`src/hdl/fws_cfg.svh`:
```
`ifndef FWS_CFG_SVH
`define FWS_CFG_SVH

// -----------------------------------------------------------------
// register offsets
// -----------------------------------------------------------------
`define FWS_ADDR_CHAN 8'h10
`define FWS_ADDR_GLOB1 8'h11
`define FWS_ADDR_GLOB2 8'h12
`define FWS_ADDR_WARN 8'h13
`define FWS_ADDR_PINCTL 8'h14

// -----------------------------------------------------------------
// reset values
// -----------------------------------------------------------------
`define FWS_CHAN_RST 8'h00
`define FWS_GLOB_RST 8'h00
`define FWS_WARN_RST 8'h20
`define FWS_PINCTL_RST 8'h00
`define FWS_ZERO_BYTE 8'h00

// -----------------------------------------------------------------
// field positions inside the status words
// -----------------------------------------------------------------
`define FWS_CH1_OVC_BIT 7
`define FWS_CH2_OVC_BIT 6
`define FWS_CH1_OFS_BIT 3
`define FWS_CH2_OFS_BIT 2
`define FWS_CLK_BIT 4
`define FWS_PS_OV_BIT 3
`define FWS_BAT_OV_BIT 2
`define FWS_PS_UV_BIT 1
`define FWS_BAT_UV_BIT 0
`define FWS_TSD_BIT 4
`define FWS_CH1_TSD_BIT 3
`define FWS_CH2_TSD_BIT 2
`define FWS_POR_BIT 5
`define FWS_TWN_BIT 4
`define FWS_CH1_TWN_BIT 3
`define FWS_CH2_TWN_BIT 2

// -----------------------------------------------------------------
// mask positions in the pin control word
// -----------------------------------------------------------------
`define FWS_MASK_OVC 7
`define FWS_MASK_TSD 6
`define FWS_MASK_UV 5
`define FWS_MASK_OV 4
`define FWS_MASK_OFS 3
`define FWS_MASK_TWN 0

// -----------------------------------------------------------------
// positions in the registered detector vector
// -----------------------------------------------------------------
`define FWS_NUM_FLAGS 15
`define FWS_I_CH1_OVC 0
`define FWS_I_CH2_OVC 1
`define FWS_I_CH1_OFS 2
`define FWS_I_CH2_OFS 3
`define FWS_I_CLK 4
`define FWS_I_PS_OV 5
`define FWS_I_BAT_OV 6
`define FWS_I_PS_UV 7
`define FWS_I_BAT_UV 8
`define FWS_I_TSD 9
`define FWS_I_CH1_TSD 10
`define FWS_I_CH2_TSD 11
`define FWS_I_TWN 12
`define FWS_I_CH1_TWN 13
`define FWS_I_CH2_TWN 14

`endif

```
`src/hdl/fws_pkg.sv`:
```
`include "fws_cfg.svh"

package fws_pkg;
   // one register byte
   typedef logic [7:0] fws_byte_t;
   // registered detector vector
   typedef logic [`FWS_NUM_FLAGS-1:0] fws_flags_t;
endpackage : fws_pkg

```
`src/hdl/fws_status_bank.sv`:
```
// Operation
// - channel fault word bits 7 and 6 show overcurrent on channels 1 and 2
// - channel fault word bits 3 and 2 show offset faults on channels 1 and 2
// - first global word bit 4 shows an invalid input clock
// - first global word bits 3 and 2 show power-stage and battery overvoltage
// - first global word bits 1 and 0 show power-stage and battery undervoltage
// - second global word bit 4 shows device-wide thermal shutdown
// - second global word bits 3 and 2 show per-channel thermal shutdown
// - warning word bit 5 shows that a logic power-on reset happened
// - warning word bit 4 shows device-wide thermal warning
// - warning word bits 3 and 2 show per-channel thermal warnings
// - channel and both global fault words read zero after reset
// - warning word reads 0x20 after reset
// - fault pin reports unmasked overcurrent, shutdown, voltage and offset faults
// - warning pin reports unmasked thermal warnings
`timescale 1ns/1ps
`include "fws_cfg.svh"

module fws_status_bank (
   input wire logic clock,
   input wire logic reset,
   input wire logic chan1_overcurrent_flag,
   input wire logic chan2_overcurrent_flag,
   input wire logic chan1_offset_fault_flag,
   input wire logic chan2_offset_fault_flag,
   input wire logic invalid_clock_flag,
   input wire logic power_stage_overvoltage_flag,
   input wire logic battery_overvoltage_flag,
   input wire logic power_stage_undervoltage_flag,
   input wire logic battery_undervoltage_flag,
   input wire logic global_thermal_shutdown_flag,
   input wire logic chan1_thermal_shutdown_flag,
   input wire logic chan2_thermal_shutdown_flag,
   input wire logic global_thermal_warning_flag,
   input wire logic chan1_thermal_warning_flag,
   input wire logic chan2_thermal_warning_flag,
   input wire logic por_clear,
   input wire logic reg_sel,
   input wire logic reg_write,
   input wire logic [7:0] reg_addr,
   input wire logic [7:0] reg_wdata,
   output fws_pkg::fws_byte_t reg_rdata,
   output logic reg_ack,
   output logic fault_pin,
   output logic warn_pin
);

   // -----------------------------------------------------------------
   // detector capture
   // -----------------------------------------------------------------
   fws_pkg::fws_flags_t det_raw;
   fws_pkg::fws_flags_t det_s;

   // gather detector lines into one vector
   always_comb begin
      det_raw = '0;
      det_raw[`FWS_I_CH1_OVC] = chan1_overcurrent_flag;
      det_raw[`FWS_I_CH2_OVC] = chan2_overcurrent_flag;
      det_raw[`FWS_I_CH1_OFS] = chan1_offset_fault_flag;
      det_raw[`FWS_I_CH2_OFS] = chan2_offset_fault_flag;
      det_raw[`FWS_I_CLK] = invalid_clock_flag;
      det_raw[`FWS_I_PS_OV] = power_stage_overvoltage_flag;
      det_raw[`FWS_I_BAT_OV] = battery_overvoltage_flag;
      det_raw[`FWS_I_PS_UV] = power_stage_undervoltage_flag;
      det_raw[`FWS_I_BAT_UV] = battery_undervoltage_flag;
      det_raw[`FWS_I_TSD] = global_thermal_shutdown_flag;
      det_raw[`FWS_I_CH1_TSD] = chan1_thermal_shutdown_flag;
      det_raw[`FWS_I_CH2_TSD] = chan2_thermal_shutdown_flag;
      det_raw[`FWS_I_TWN] = global_thermal_warning_flag;
      det_raw[`FWS_I_CH1_TWN] = chan1_thermal_warning_flag;
      det_raw[`FWS_I_CH2_TWN] = chan2_thermal_warning_flag;
   end

   fws_flag_sync u_sync (
      .clock(clock),
      .reset(reset),
      .det_in(det_raw),
      .det_q(det_s)
   );

   // -----------------------------------------------------------------
   // power-on indication and pin mask
   // -----------------------------------------------------------------
   logic por_q;
   fws_pkg::fws_byte_t mask_q;

   // set by reset, cleared by clear pulse
   always_ff @(posedge clock or posedge reset) begin
      if (reset) begin
         por_q <= 1'b1;
      end else if (por_clear) begin
         por_q <= 1'b0;
      end
   end

   // pin control word, the only writable byte
   always_ff @(posedge clock or posedge reset) begin
      if (reset) begin
         mask_q <= `FWS_PINCTL_RST;
      end else if (reg_sel && reg_write && reg_addr == `FWS_ADDR_PINCTL) begin
         mask_q <= reg_wdata;
      end
   end

   // -----------------------------------------------------------------
   // status words
   // -----------------------------------------------------------------
   fws_pkg::fws_byte_t chan_w;
   fws_pkg::fws_byte_t glob1_w;
   fws_pkg::fws_byte_t glob2_w;
   fws_pkg::fws_byte_t warn_w;

   always_comb begin
      chan_w = `FWS_CHAN_RST;
      glob1_w = `FWS_GLOB_RST;
      glob2_w = `FWS_GLOB_RST;
      warn_w = `FWS_ZERO_BYTE;
      chan_w[`FWS_CH1_OVC_BIT] = det_s[`FWS_I_CH1_OVC];
      chan_w[`FWS_CH2_OVC_BIT] = det_s[`FWS_I_CH2_OVC];
      chan_w[`FWS_CH1_OFS_BIT] = det_s[`FWS_I_CH1_OFS];
      chan_w[`FWS_CH2_OFS_BIT] = det_s[`FWS_I_CH2_OFS];
      glob1_w[`FWS_CLK_BIT] = det_s[`FWS_I_CLK];
      glob1_w[`FWS_PS_OV_BIT] = det_s[`FWS_I_PS_OV];
      glob1_w[`FWS_BAT_OV_BIT] = det_s[`FWS_I_BAT_OV];
      glob1_w[`FWS_PS_UV_BIT] = det_s[`FWS_I_PS_UV];
      glob1_w[`FWS_BAT_UV_BIT] = det_s[`FWS_I_BAT_UV];
      glob2_w[`FWS_TSD_BIT] = det_s[`FWS_I_TSD];
      glob2_w[`FWS_CH1_TSD_BIT] = det_s[`FWS_I_CH1_TSD];
      glob2_w[`FWS_CH2_TSD_BIT] = det_s[`FWS_I_CH2_TSD];
      warn_w[`FWS_POR_BIT] = por_q;
      warn_w[`FWS_TWN_BIT] = det_s[`FWS_I_TWN];
      warn_w[`FWS_CH1_TWN_BIT] = det_s[`FWS_I_CH1_TWN];
      warn_w[`FWS_CH2_TWN_BIT] = det_s[`FWS_I_CH2_TWN];
   end

   // -----------------------------------------------------------------
   // register port answer
   // -----------------------------------------------------------------
   fws_pkg::fws_byte_t rdata_d;
   fws_pkg::fws_byte_t rdata_q;
   logic ack_q;

   // read mux, writes and unmapped reads return zero
   always_comb begin
      rdata_d = `FWS_ZERO_BYTE;
      if (reg_sel && !reg_write) begin
         case (reg_addr)
            `FWS_ADDR_CHAN: rdata_d = chan_w;
            `FWS_ADDR_GLOB1: rdata_d = glob1_w;
            `FWS_ADDR_GLOB2: rdata_d = glob2_w;
            `FWS_ADDR_WARN: rdata_d = warn_w;
            `FWS_ADDR_PINCTL: rdata_d = mask_q;
            default: rdata_d = `FWS_ZERO_BYTE;
         endcase
      end
   end

   // answer one cycle after the strobe
   always_ff @(posedge clock or posedge reset) begin
      if (reset) begin
         rdata_q <= `FWS_ZERO_BYTE;
         ack_q <= 1'b0;
      end else begin
         rdata_q <= rdata_d;
         ack_q <= reg_sel;
      end
   end

   // -----------------------------------------------------------------
   // fault and warning pins
   // -----------------------------------------------------------------
   logic fault_d;
   logic warn_d;
   logic fault_q;
   logic warn_q;

   always_comb begin
      fault_d = ((det_s[`FWS_I_CH1_OVC] | det_s[`FWS_I_CH2_OVC]) & ~mask_q[`FWS_MASK_OVC])
         | ((det_s[`FWS_I_TSD] | det_s[`FWS_I_CH1_TSD] | det_s[`FWS_I_CH2_TSD]) & ~mask_q[`FWS_MASK_TSD])
         | ((det_s[`FWS_I_PS_UV] | det_s[`FWS_I_BAT_UV]) & ~mask_q[`FWS_MASK_UV])
         | ((det_s[`FWS_I_PS_OV] | det_s[`FWS_I_BAT_OV]) & ~mask_q[`FWS_MASK_OV])
         | ((det_s[`FWS_I_CH1_OFS] | det_s[`FWS_I_CH2_OFS]) & ~mask_q[`FWS_MASK_OFS]);
      warn_d = (det_s[`FWS_I_TWN] | det_s[`FWS_I_CH1_TWN] | det_s[`FWS_I_CH2_TWN]) & ~mask_q[`FWS_MASK_TWN];
   end

   // pin flops
   always_ff @(posedge clock or posedge reset) begin
      if (reset) begin
         fault_q <= 1'b0;
         warn_q <= 1'b0;
      end else begin
         fault_q <= fault_d;
         warn_q <= warn_d;
      end
   end

   // outputs straight from flops
   assign reg_rdata = rdata_q;
   assign reg_ack = ack_q;
   assign fault_pin = fault_q;
   assign warn_pin = warn_q;

   // -----------------------------------------------------------------
   // checks
   // -----------------------------------------------------------------
   logic rd_chan;
   logic rd_glob1;
   logic rd_glob2;
   logic rd_warn;
   assign rd_chan = reg_sel && !reg_write && reg_addr == `FWS_ADDR_CHAN;
   assign rd_glob1 = reg_sel && !reg_write && reg_addr == `FWS_ADDR_GLOB1;
   assign rd_glob2 = reg_sel && !reg_write && reg_addr == `FWS_ADDR_GLOB2;
   assign rd_warn = reg_sel && !reg_write && reg_addr == `FWS_ADDR_WARN;
endmodule : fws_status_bank

```
`src/hdl/fws_flag_sync.sv`:
```
`timescale 1ns/1ps
`include "fws_cfg.svh"

module fws_flag_sync (
   input wire logic clock,
   input wire logic reset,
   input wire fws_pkg::fws_flags_t det_in,
   output fws_pkg::fws_flags_t det_q
);

   // -----------------------------------------------------------------
   // one capture flop per detector line
   // -----------------------------------------------------------------
   genvar gi;
   generate
      for (gi = 0; gi < `FWS_NUM_FLAGS; gi = gi + 1) begin : g_flag
         always_ff @(posedge clock or posedge reset) begin
            if (reset) begin
               det_q[gi] <= 1'b0;
            end else begin
               det_q[gi] <= det_in[gi];
            end
         end
      end
   endgenerate

endmodule : fws_flag_sync

```
`config.mk`:
```
export PLATFORM = sky130hd
export DESIGN_NAME = fws_status_bank
export DESIGN_NICKNAME = d
export VERILOG_FILES = /design/src/hdl/fws_pkg.sv /design/src/hdl/fws_status_bank.sv /design/src/hdl/fws_flag_sync.sv
export VERILOG_INCLUDE_DIRS = /design/src /design/src/hdl
export SDC_FILE = /design/constraint.sdc
export NUM_CORES = 1
export LEC_CHECK = 0
export BUFFER_PORTS_ARGS = -buffer_cell sky130_fd_sc_hd__buf_2
export CAP_MARGIN = 20
export CELL_PAD_IN_SITES_DETAIL_PLACEMENT = 1
export CELL_PAD_IN_SITES_GLOBAL_PLACEMENT = 2
export CORE_MARGIN = 1.5
export CORE_UTILIZATION = 31
export DETAILED_ROUTE_END_ITERATION = 8
export PLACE_DENSITY = 0.84
export SETUP_SLACK_MARGIN = 0.05
export SYNTH_ARGS = -nofsm -noshare
export SYNTH_HDL_FRONTEND = slang
export SYNTH_SLANG_ARGS = --single-unit
```
`constraint.sdc`:
```
create_clock -name clock -period 1.24 [get_ports clock]
set_input_delay 0.186 -clock clock [delete_from_list [all_inputs] [get_ports clock]]
set_output_delay 0.186 -clock clock [all_outputs]
set_load 0.005 [all_outputs]
```
# Yosys cells after proc, flatten, opt, wreduce, memory -nomap -nowiden
# Cells that the tools add are included.
[op_classes]
reduce_logical = 4
mux = 2
n_bitwise = 24
n_eq_ne = 5
[op_table]
columns = ["cell", "count"]
rows = [
  ["8-bit by 5-bit == test with 1-bit output, second input constant", 5],
  ["8-bit one-hot mux with 5 select lines", 1],
  ["1-bit bitwise OR", 12],
  ["8-bit 2-to-1 mux", 1],
  ["1-bit bitwise AND", 6],
  ["1-bit NOT", 6],
  ["1-bit logical AND", 3],
  ["1-bit zero test", 1],
]
[word_totals]
ff_bits = 35
in_bits = 36
output_inout_bits = 11
elab_cells = 56

# Logic depth before layout (Yosys ltp)
# Gate-level depths: netlist of the first run.
[depth]
ltp_word = 7
depth_mapped = 4
ltp_nobuf = 4

# By module
# From an unflattened synthesis of the first run, not the netlist that was laid out.
[unflattened]
hier_cells = 98
area_unflattened_um2 = 1372.6
[by_module_without_submodules]
columns = ["mod", "area_per_inst_um2", "n_inst", "cells_per_inst"]
rows = [
  ["fws_status_bank", 993.5, 1, 82],
  ["fws_flag_sync", 379.1, 1, 16],
]

# Least setup slack after synthesis of the first run
# Ideal clock, no wire load.
[synth_timing]
kind = "input to register"
start = "input port reg_addr[7]"
end = "register mask_q[0]"
slack_ns = 0.007
path_buffers = 0
t_arrival_ns = 1.105
cell_stages = 4
setup_time_ns = 0.128
required_ns = 1.112
path_cell_list = "or2_4 -> nor3_4 -> nand3_4 -> mux2_1"
[synth_via]
elab_chain_len = 2
[synth_lines]
columns = ["element", "line_no", "source"]
rows = [
  ["start, declared", "fws_status_bank.sv:40", "input wire logic [7:0] reg_addr,"],
  ["8-bit by 5-bit == test with 1-bit output", "--", ""],
  ["1-bit logical AND (no line)", "--", ""],
  ["end signal, assigned", "fws_status_bank.sv:99", "mask_q <= `FWS_PINCTL_RST;"],
  ["end signal, assigned", "fws_status_bank.sv:101", "mask_q <= reg_wdata;"],
  ["end, declared", "fws_status_bank.sv:85", "fws_pkg::fws_byte_t mask_q;"],
]
# No other way between the ends.
# A chain may end at the register's enable or synchronous reset.

# Worst setup path in the final report of the first run
[layout_timing]
start = "input port reg_addr[0]"
end = "register mask_q[1]"
# The elaborated chain is that of the path after synthesis.

==> impl_metrics.tcl, run 1 <==
set metrics [dict create \
    worstReg2RegEnd "reg_rdata[4]" \
    syn_nets 133 \
    antenna_found_initial 0 \
    synthAdderAreaFrac_pct 0 \
    synth_cell_types 27 \
    dr.pass1.iters 4 \
    r2r_slack_ns 0.13 \
    grt_pass1_vias 1181 \
    die_y_um 69.27 \
    cts.sinks 35 \
    cts_buffers 5 \
    critical_path_arrival_ns 1.32 \
    clk_path_buf_depth 2 \
    routedWlPerCell_um 15.29 \
    power.density_nw_per_um2 1123 \
    postPlaceCellArea_um2 1759 \
    synth_top_family_by_area "simple AND/OR/NAND/NOR gates" \
    min_path_type "in -> async" \
    clkSlewWorstSetupHoldPaths_ns 0.07 \
    h-tree-depth 2 \
    crit_type "in -> reg" \
    initial_core_util_pct 33.08 \
    antenna_left 0 \
    dp_hpwl_um 2618 \
    drive_gt1_share_pct 45.45 \
    yosys_warnings 0 \
    crit_required_ns 1.41 \
    violations "negative hold slack" \
    avgSynthCellArea_um2 14.03 \
    die_area_um2 4798 \
    rsz0062_at_grt "true" \
    rows 23 \
    ys_ff_latch 35 \
    status "complete, but fails checks" \
    vias 1085 \
    critPathMaxFanout 8 \
    p_leak_uw 0.0009405 \
    ys_seq_area_share_pct 64.43 \
    slew_violations 0 \
    overflow 0 \
    clock_skew_ns 0.007264 \
    grt_pass1_wl_um 5699 \
    fin_area_um2 1956 \
    muxShareOfSynthArea_pct 8.824 \
    die-width_um 69.27 \
    finalSetupViolCount 0 \
    antenna_cells 0 \
    fin_nets 211 \
    io_buffers 46 \
    synth_top_area_cell "dfrtp_1" \
    hold_viol_final 20 \
    worstRegToRegCells 4 \
    ys_top_cells_by_area "dfrtp_1 63%, mux2_1 5.8%, nor2_1 3.6%, a32oi_1 3.2%, nor4_4 3.1%" \
    cts_tree "built" \
    track_usage_pct 15.54 \
    worst_setup_path_end_kind "flop" \
    ir_drop_uv 545.1 \
    fin_crit_ns 1.156 \
    core_area_um2 4115 \
    num_io_pins 47 \
    clk_latency_ns 0.29 \
    setup_tns_ns 0 \
    relSlewSlack_pct 70.23 \
    fmax_mhz 865.1 \
    syn_to_final_growth_pct 43.66 \
    drt_iter0_drc 53 \
    r2r-start "u_sync.det_q[12]" \
    synthSimpleGateAreaFrac_pct 17.46 \
    hold_ws_ns -0.01021 \
    drv_cap 0 \
    grt_max_degree 36 \
    syn_inst 97 \
    route.detailed.drc 0 \
    syn_area_um2 1361 \
    worst_pin_slew_ns 0.4466 \
    finalCritPeriodShare_pct 93.22 \
    start_kind "input port" \
    synth-xor-area-share_pct 0 \
    synth_top_area_share_pct 62.50 \
    synth_compound_area_share_pct 9.007 \
    clock-root-buffer "clkbuf_8" \
    vias_per_cell 4.801 \
    routed_wl_um 3455 \
    gp_congestion 0.8333 \
]
==> worst max-delay path, cell delays in order <==
cell and delay, ns:
buf_2 0.12, buf_4 0.13, nor2_1 0.14, and3_1 0.22
nand3_4 0.16, mux2_1 0.37
==> metal layers <==
layer | track usage (%) | wire length, um
met5 | 0 | 0
met4 | 6.972 | 63
met3 | 5.669 | 209
met2 | 26.07 | 1800
met1 | 17.67 | 1381
==> worst max path at each step <==
stage / cells after the start / from / end
6_report: 6 / reg_addr[0] / mask_q[1]
5_1_grt: 5 / reg_addr[7] / mask_q[1]
4_1_cts: 5 / reg_addr[7] / mask_q[1]
3_5_place_dp: 5 / reg_addr[7] / mask_q[1]
3_3_place_gp: 5 / reg_addr[7] / mask_q[2]
2_1_floorplan: 4 / reg_addr[7] / mask_q[0]
==> kinds of logic after synthesis <==
family | Yosys count
flops | 35
buf+inv | 1
simple gates | 33
mux | 11
compound gates | 17
==> state kept, by name, summed over array words and instances, names as in the netlist <==
name,flops
reg_ack,1
reg_rdata,8
u_sync.det_q,15
warn_pin,1
mask_q,8
por_q,1
fault_pin,1
==> through the flow <==
stage | util [%] | hold slack, ns | instances | power [uW] | worst slack (ns)
final | 47.52 | -0.01021 | 226 | 2197 | 0.08404
after global routing | 47.52 | -0.004123 | 226 | 2316 | 0.02868
after floorplan | - | 0.2174 | 97 | 1286 | 0.007497
after CTS | 46.03 | 0.0001447 | 220 | 2212 | 0.06963
after global placement | 42.75 | 0.2869 | 207 | 1394 | -0.1538
after detailed placement | 42.75 | 0.2961 | 207 | 1408 | -0.2368
==> cell usage in the layout, fill, tap and decap left out, drive strengths merged, types with 2 or more instances in the layout <==
cell / n
clkbuf: 6
a32oi: 5
or2: 2
mux2: 8
nand2: 3
or2b: 2
nor3: 3
buf: 61
o2bb2ai: 2
o22ai: 3
dlygate4sd3: 10
a21oi: 3
nand2b: 2
nand3: 2
nor2b: 2
a22oi: 3
nor4: 3
dfrtp: 34
mux2i: 3
nor2: 13
==> where the power goes <==
group	switching, uW	internal (uW)	leakage (uW)
combinational	100	113	0.000461
clock	395	392	0.0000412
sequential	20.9	1180	0.000438
total	516	1680	0.000940
==> timing repair <==
action,CTS,global route
setup buffers,0,1
setup endpoints to repair,0,6
hold buffers,5,5
gates resized for setup,0,1
hold endpoints to repair,5,5
==> area by class of cell <==
class	instances	area, um^2
Tap cell	50	62.56
Clock inverter	2	12.51
Clock buffer	6	72.57
Sequential cell	35	877.1
Inverter	1	3.754
Fill cell	464	2160
Multi-Input combinational cell	61	484.2
Timing Repair Buffer	71	442.9
==> synthesized netlist by cell type (all sizes together) <==
cell type  instances
dfrtp             34
nor2              13
mux2               8
a32oi              5
a21oi              3
a22oi              3
mux2i              3
nand2              3
nor3               3
nor4               3
o22ai              3
nand2b             2
nand3              2
nor2b              2
o2bb2ai            2
or2                2
or2b               2
and3               1
dfstp              1
inv                1
o21ai              1
(Power assumes the default switching activity.)
==> inputs of run 2 (changes only) <==
CORE_ASPECT_RATIO = 0.7   (was default)
==> run 2 against run 1 <==
Against the previous run:
- the run now ends clean
- via count down 2.8%
- core utilization down 0.31 points
- sequential share of layout area increased by 0.85 points
- final cell count decreased by 1.8%
- highest routed layer unchanged
==> impl_metrics.tcl, run 2 (synthesis results as in run 1) <==
set metrics [dict create \
    status "completed" \
    track_usage_pct 16.40 \
    cts_tree "built" \
    antenna_found_initial 0 \
    h-tree-depth 2 \
    start_kind "input port" \
    cts_resized 0 \
    crit_type "in -> reg" \
    clk_latency_ns 0.28 \
    num_io_pins 47 \
    fin_cells 222 \
    syn_to_final_growth_pct 40.99 \
    ir_drop_uv 756.3 \
    fmax_mhz 863.2 \
    critPathMaxFanout 8 \
    worst_setup_path_end_kind "flop" \
    finalSetupViolCount 0 \
    rsz0062_at_grt "true" \
    overflow 0 \
    slew_violations 0 \
    dr.pass1.iters 4 \
    top_register "u_sync.det_q" \
    dp_slack_ns -0.2119 \
    vias 1055 \
    routedWlPerCell_um 15.68 \
    relSlewSlack_pct 71.49 \
    die-width_um 82.21 \
    final_common_cell "buf_2" \
    crit_slowest_cell "mux2_1" \
    clock-root-buffer "clkbuf_8" \
    drive_gt1_share_pct 43.53 \
    fin_nets 206 \
    clkSlewWorstSetupHoldPaths_ns 0.07 \
    clock_skew_ns 0.003201 \
    critical_path.cell_chain "buf_2, or2_4, nor3_4, nand3_4, mux2_1" \
    cts.sinks 35 \
    crit_required_ns 1.40 \
    worst_pin_slew_ns 0.4276 \
    antenna_cells 0 \
    cp-startpoint "reg_addr[7]" \
    clk_path_buf_depth 2 \
    grt_pass1_wl_um 5658 \
    p_leak_uw 0.0009211 \
    grt_pass1_vias 1141 \
    cts_buffers 5 \
    vias_per_cell 4.752 \
    dp_hpwl_um 2673 \
    route.detailed.drc 0 \
    final_util_pct 47.21 \
    die_y_um 58.45 \
    rows 19 \
    power.density_nw_per_um2 1152 \
    critical_path_arrival_ns 1.32 \
    initial_core_util_pct 33.49 \
    layout_common_cells "46 x buf_2, 34 x dfrtp_1, 13 x nor2_1" \
    hold_viol_final 0 \
    gp_congestion 0.7750 \
    io_buffers 46 \
    drv_cap 0 \
    min_path_type "in -> async" \
    drt_iter0_drc 55 \
    die_area_um2 4804 \
    hold_ws_ns 0.001310 \
    finalCritPeriodShare_pct 93.43 \
    dp.cells 204 \
    largest_reg_flops 15 \
    routed_wl_um 3482 \
    grt_max_degree 36 \
    fin_crit_ns 1.159 \
    slowest_delay_ns 0.36 \
    r2r-start "u_sync.det_q[12]" \
    core_area_um2 4065 \
    antenna_left 0 \
    final.setup.worst_slack_ns 0.08146 \
]
## run 2: through the flow
stage          setup TNS (ns)  power, uW  instance area (um^2)
2_1_floorplan               0       1286                  1361
3_3_place_gp           -1.992       1390                  1724
3_5_place_dp           -2.439       1402                  1724
4_1_cts                     0       2217                  1812
5_1_grt                     0       2327                  1919
6_report                    0       2211                  1919
## run 2: layout make-up
cell class / instances / area (um^2)
fillers: 448 / 2146
flip-flops and latches: 35 / 877.1
multi-input cells: 61 / 480.5
repair buffers: 66 / 405.4
clock buffers: 6 / 82.58
well taps: 52 / 65.06
clock inverters: 1 / 5.005
inverters: 1 / 3.754
## run 2: final timing paths
check,slack (ns),cells after the start,end
setup / recovery,0.08,5,mask_q[7]
hold / removal,0.001,3,reg_rdata[4]
setup reg to reg,0.23,4,reg_rdata[4]
hold reg to reg,0.45,1,warn_pin
max in group asynchronous,0.90,3,por_q
min in group clock,0.01,1,u_sync.det_q[1]
## run 2: per-layer routing
metal  vias to the layer above  track usage, %  part of all wire (%)
met1                       511           21.54                    44
li1                        497               -                     -
met3                         7           4.806                   6.5
met2                        40           25.55                    48
met4                         0           6.538                   1.4
met5                         -               0                     0
## run 2: where the power goes
part	leakage [uW]	internal (uW)	switching, uW	total [uW]
Clock	0.0000470	435	373	808
Combinational	0.000436	106	96.6	203
Sequential	0.000438	1180	22.6	1200
## run 2: worst max-delay path: cells and delay by family
| family | cells | cell delay [ns] |
|---|---|---|
| and+or+nand+nor | 3 | 0.68 |
| muxes | 1 | 0.36 |
| buffers and inverters | 1 | 0.10 |
## run 2: repair_timing
action | CTS | global route
setup buffers | 0 | 1
hold endpoints to repair | 0 | 10
endpoints found under the setup margin | 0 | 7
hold buffers | 0 | 10
==> inputs of run 3 (changes only) <==
ABC_AREA = 1   (was default)
CORE_UTILIZATION = 29   (was 31)
SLEW_MARGIN = 5   (was default)
==> run 3 against run 2 <==
Against the previous run:
- die area increased by 13%
- first-iteration DRC count decreased by 35%
- clock power increased by 11%
- combinational power increased by 2%
==> impl_metrics.tcl, run 3 <==
set metrics [dict create \
    status "completed" \
    num_io_pins 47 \
    top_layer "met4" \
    p_switching_uw 524.9 \
    initial_core_util_pct 30.25 \
    syn_area_um2 1446 \
    cts_resized 0 \
    dp.cells 260 \
    combPwrFrac_pct 9.0 \
    critical_path_arrival_ns 0.78 \
    layout_common_cells "46 x buf_2, 34 x dfrtp_1, 22 x nand3_1" \
    synth_ff_type "dfrtp_1" \
    hold_ws_ns 0.01581 \
    ys_ff_latch 35 \
    min_path_type "in -> reg" \
    core_area_um2 4782 \
    clk_latency_ns 0.28 \
    cts_buffers 5 \
    r2r-start "u_sync.det_q[7]" \
    worst_setup_path_end_kind "primary output" \
    ys_top_cells_by_area "dfrtp_1 59%, nand3_1 7.6%, nand2_1 5.4%, o21ai_0 3.5%, inv_1 3.4%" \
    die_area_um2 5427 \
    drive_gt1_share_pct 34.12 \
    ir_drop_uv 510.8 \
    power.density_nw_per_um2 1150 \
    final_common_cell "buf_2" \
    cts_tree "built" \
    ys_seq_area_share_pct 60.64 \
    dp_hpwl_um 2722 \
    cp-startpoint "fault_pin" \
    overflow 0 \
    route.detailed.drc 0 \
    finalCritPeriodShare_pct 77.51 \
    relSlewSlack_pct 78.62 \
    grt_pass1_wl_um 5402 \
    rsz0062_at_grt "false" \
    hold_viol_final 0 \
    wl_met1_um 1656 \
    met3_length_um 193 \
    syn_nets 180 \
    synth_edf_count 0 \
    rows 21 \
    antenna_found_initial 0 \
    vias 1188 \
    clk_path_buf_depth 2 \
    clock-root-buffer "clkbuf_8" \
    p_int_uw 1789 \
    largest_reg_flops 15 \
    dp_slack_ns 0.02558 \
    critPathMaxFanout 1 \
    seqPwrFrac_pct 52.2 \
    die-width_um 87.41 \
    routed_wl_um 3487 \
    fmax_mhz 1041 \
    crit_slowest_cell "dfrtp_1" \
    yosysMostFrequentCell "dfrtp_1" \
    synth_top_area_share_pct 58.82 \
    fin_nets 246 \
    p_clk_share_pct 38.8 \
    async_flop_share_pct 100.0 \
    crit_family "flip-flops" \
    critical_path.cell_chain "buf_2" \
    fill_cells 569 \
    p_leak_uw 0.001036 \
    routedWlPerCell_um 12.45 \
    synth_commonest_cells "34 x dfrtp_1, 22 x nand3_1, 21 x nand2_1, 13 x inv_1, 12 x nor2_1" \
    vias_per_cell 4.243 \
    synth-xor-area-share_pct 0 \
    track_usage_pct 13.81 \
    gp_congestion 0.7713 \
    antenna_left 0 \
    antenna_cells 0 \
    finalSetupViolCount 0 \
    grt_max_degree 36 \
    synth_top_family_by_area "simple AND/OR/NAND/NOR gates" \
    die_y_um 62.09 \
    synth_top_area_cell "dfrtp_1" \
    setup_tns_ns 0 \
    worst_pin_slew_ns 0.3195 \
    swShare_pct 22.68 \
    grt_pass1_vias 1135 \
    dr_wl_met2_um 1597 \
    top_register "u_sync.det_q" \
    synth_cell_types 21 \
    muxShareOfSynthArea_pct 0 \
    h-tree-depth 2 \
    crit_required_ns 1.05 \
    path_buf_inv 1 \
    drv_cap 0 \
    final_util_pct 42.07 \
    drt_iter0_drc 36 \
    dr.pass1.iters 4 \
    io_buffers 46 \
    syn_inst 144 \
    synthSimpleGateAreaFrac_pct 25.43 \
    cts.sinks 35 \
    start_kind "flop" \
    min-delay-start "por_clear" \
    fin_cells 280 \
    synthAdderAreaFrac_pct 0 \
    clock_skew_ns 0.009611 \
    yosys_warnings 0 \
    crit_type "reg -> out" \
    final.setup.worst_slack_ns 0.2789 \
    slew_violations 0 \
    slowest_delay_ns 0.37 \
    fin_crit_ns 0.9611 \
    syn_to_final_growth_pct 39.10 \
    avgSynthCellArea_um2 10.04 \
    clkSlewWorstSetupHoldPaths_ns 0.07 \
    synth_compound_area_share_pct 7.439 \
]
run 3: cell count changes after synthesis, sizes merged, moves of 3 or more:
cell	change
a22oi	-3
a32oi	-5
buf	+3
inv	+15
mux2	-8
mux2i	-3
nand2	+23
nand3	+20
nand4	+5
nor4	-3
o21ai	+11
o22ai	-3
run 3: kinds of logic after synthesis:
| kind of cell | Yosys count |
|---|---|
| AND/OR/NAND/NOR | 70 |
| flip-flops | 35 |
| AO/OA/AOI/OAI | 19 |
| buffers and inverters | 20 |
run 3: power by group through the flow:
stage                     registers, uW  clock network [uW]  logic, uW
after floorplan                    1220                   0       86.6
after global placement             1230                   0        181
after detailed placement           1230                   0        184
after CTS                          1210                 921        201
after global routing               1210                 985        233
final                              1210                 898        208
run 3: worst register-to-register path, cell delays in order (launching register included):
cell and delay [ns]:
dfrtp_1 0.41, o21ai_0 0.17, nand4_1 0.10, o21bai_1 0.16
run 3: final cells by class:
type | count | area (um^2) | share of cell area [%]
inverters | 17 | 63.81 | 3.172
clock buffers | 7 | 96.34 | 4.789
repair buffers | 62 | 405.4 | 20.15
multi-input cells | 89 | 475.5 | 23.63
well taps | 69 | 86.33 | 4.291
clock inverters | 1 | 7.507 | 0.3731
flip-flops and latches | 35 | 877.1 | 43.59
run 3: layer usage:
| metal | global-route usage (%) | up-vias |
|---|---|---|
| met4 | 4.082 | 0 |
| li1 | - | 600 |
| met5 | 0 | - |
| met2 | 20.88 | 35 |
| met3 | 4.756 | 7 |
| met1 | 18.96 | 546 |
run 3: path summary, 6_finish.rpt:
| kind | endpoint | slack (ns) | depth (start not counted) |
|---|---|---|---|
| setup / recovery | fault_pin | 0.28 | 1 |
| hold / removal | por_q | 0.02 | 2 |
| setup reg to reg | fault_pin | 0.28 | 3 |
| hold reg to reg | por_q | 0.46 | 2 |
| max in group asynchronous | por_q | 0.51 | 4 |
| min in group asynchronous | u_sync.det_q[5] | 0.48 | 4 |
run 3: stage by stage:
| stage | instance area (um^2) | power (uW) |
|---|---|---|
| 6_report | 2012 | 2314 |
| 5_1_grt | 2012 | 2429 |
| 4_1_cts | 1962 | 2329 |
| 3_5_place_dp | 1788 | 1413 |
| 3_3_place_gp | 1788 | 1408 |
| 2_1_floorplan | 1446 | 1305 |
run 3: what timing repair did:
| item | CTS | global route |
|---|---|---|
| hold buffers | 7 | 5 |
| endpoints found under the hold margin | 40 | 5 |
| setup buffers | 0 | 0 |
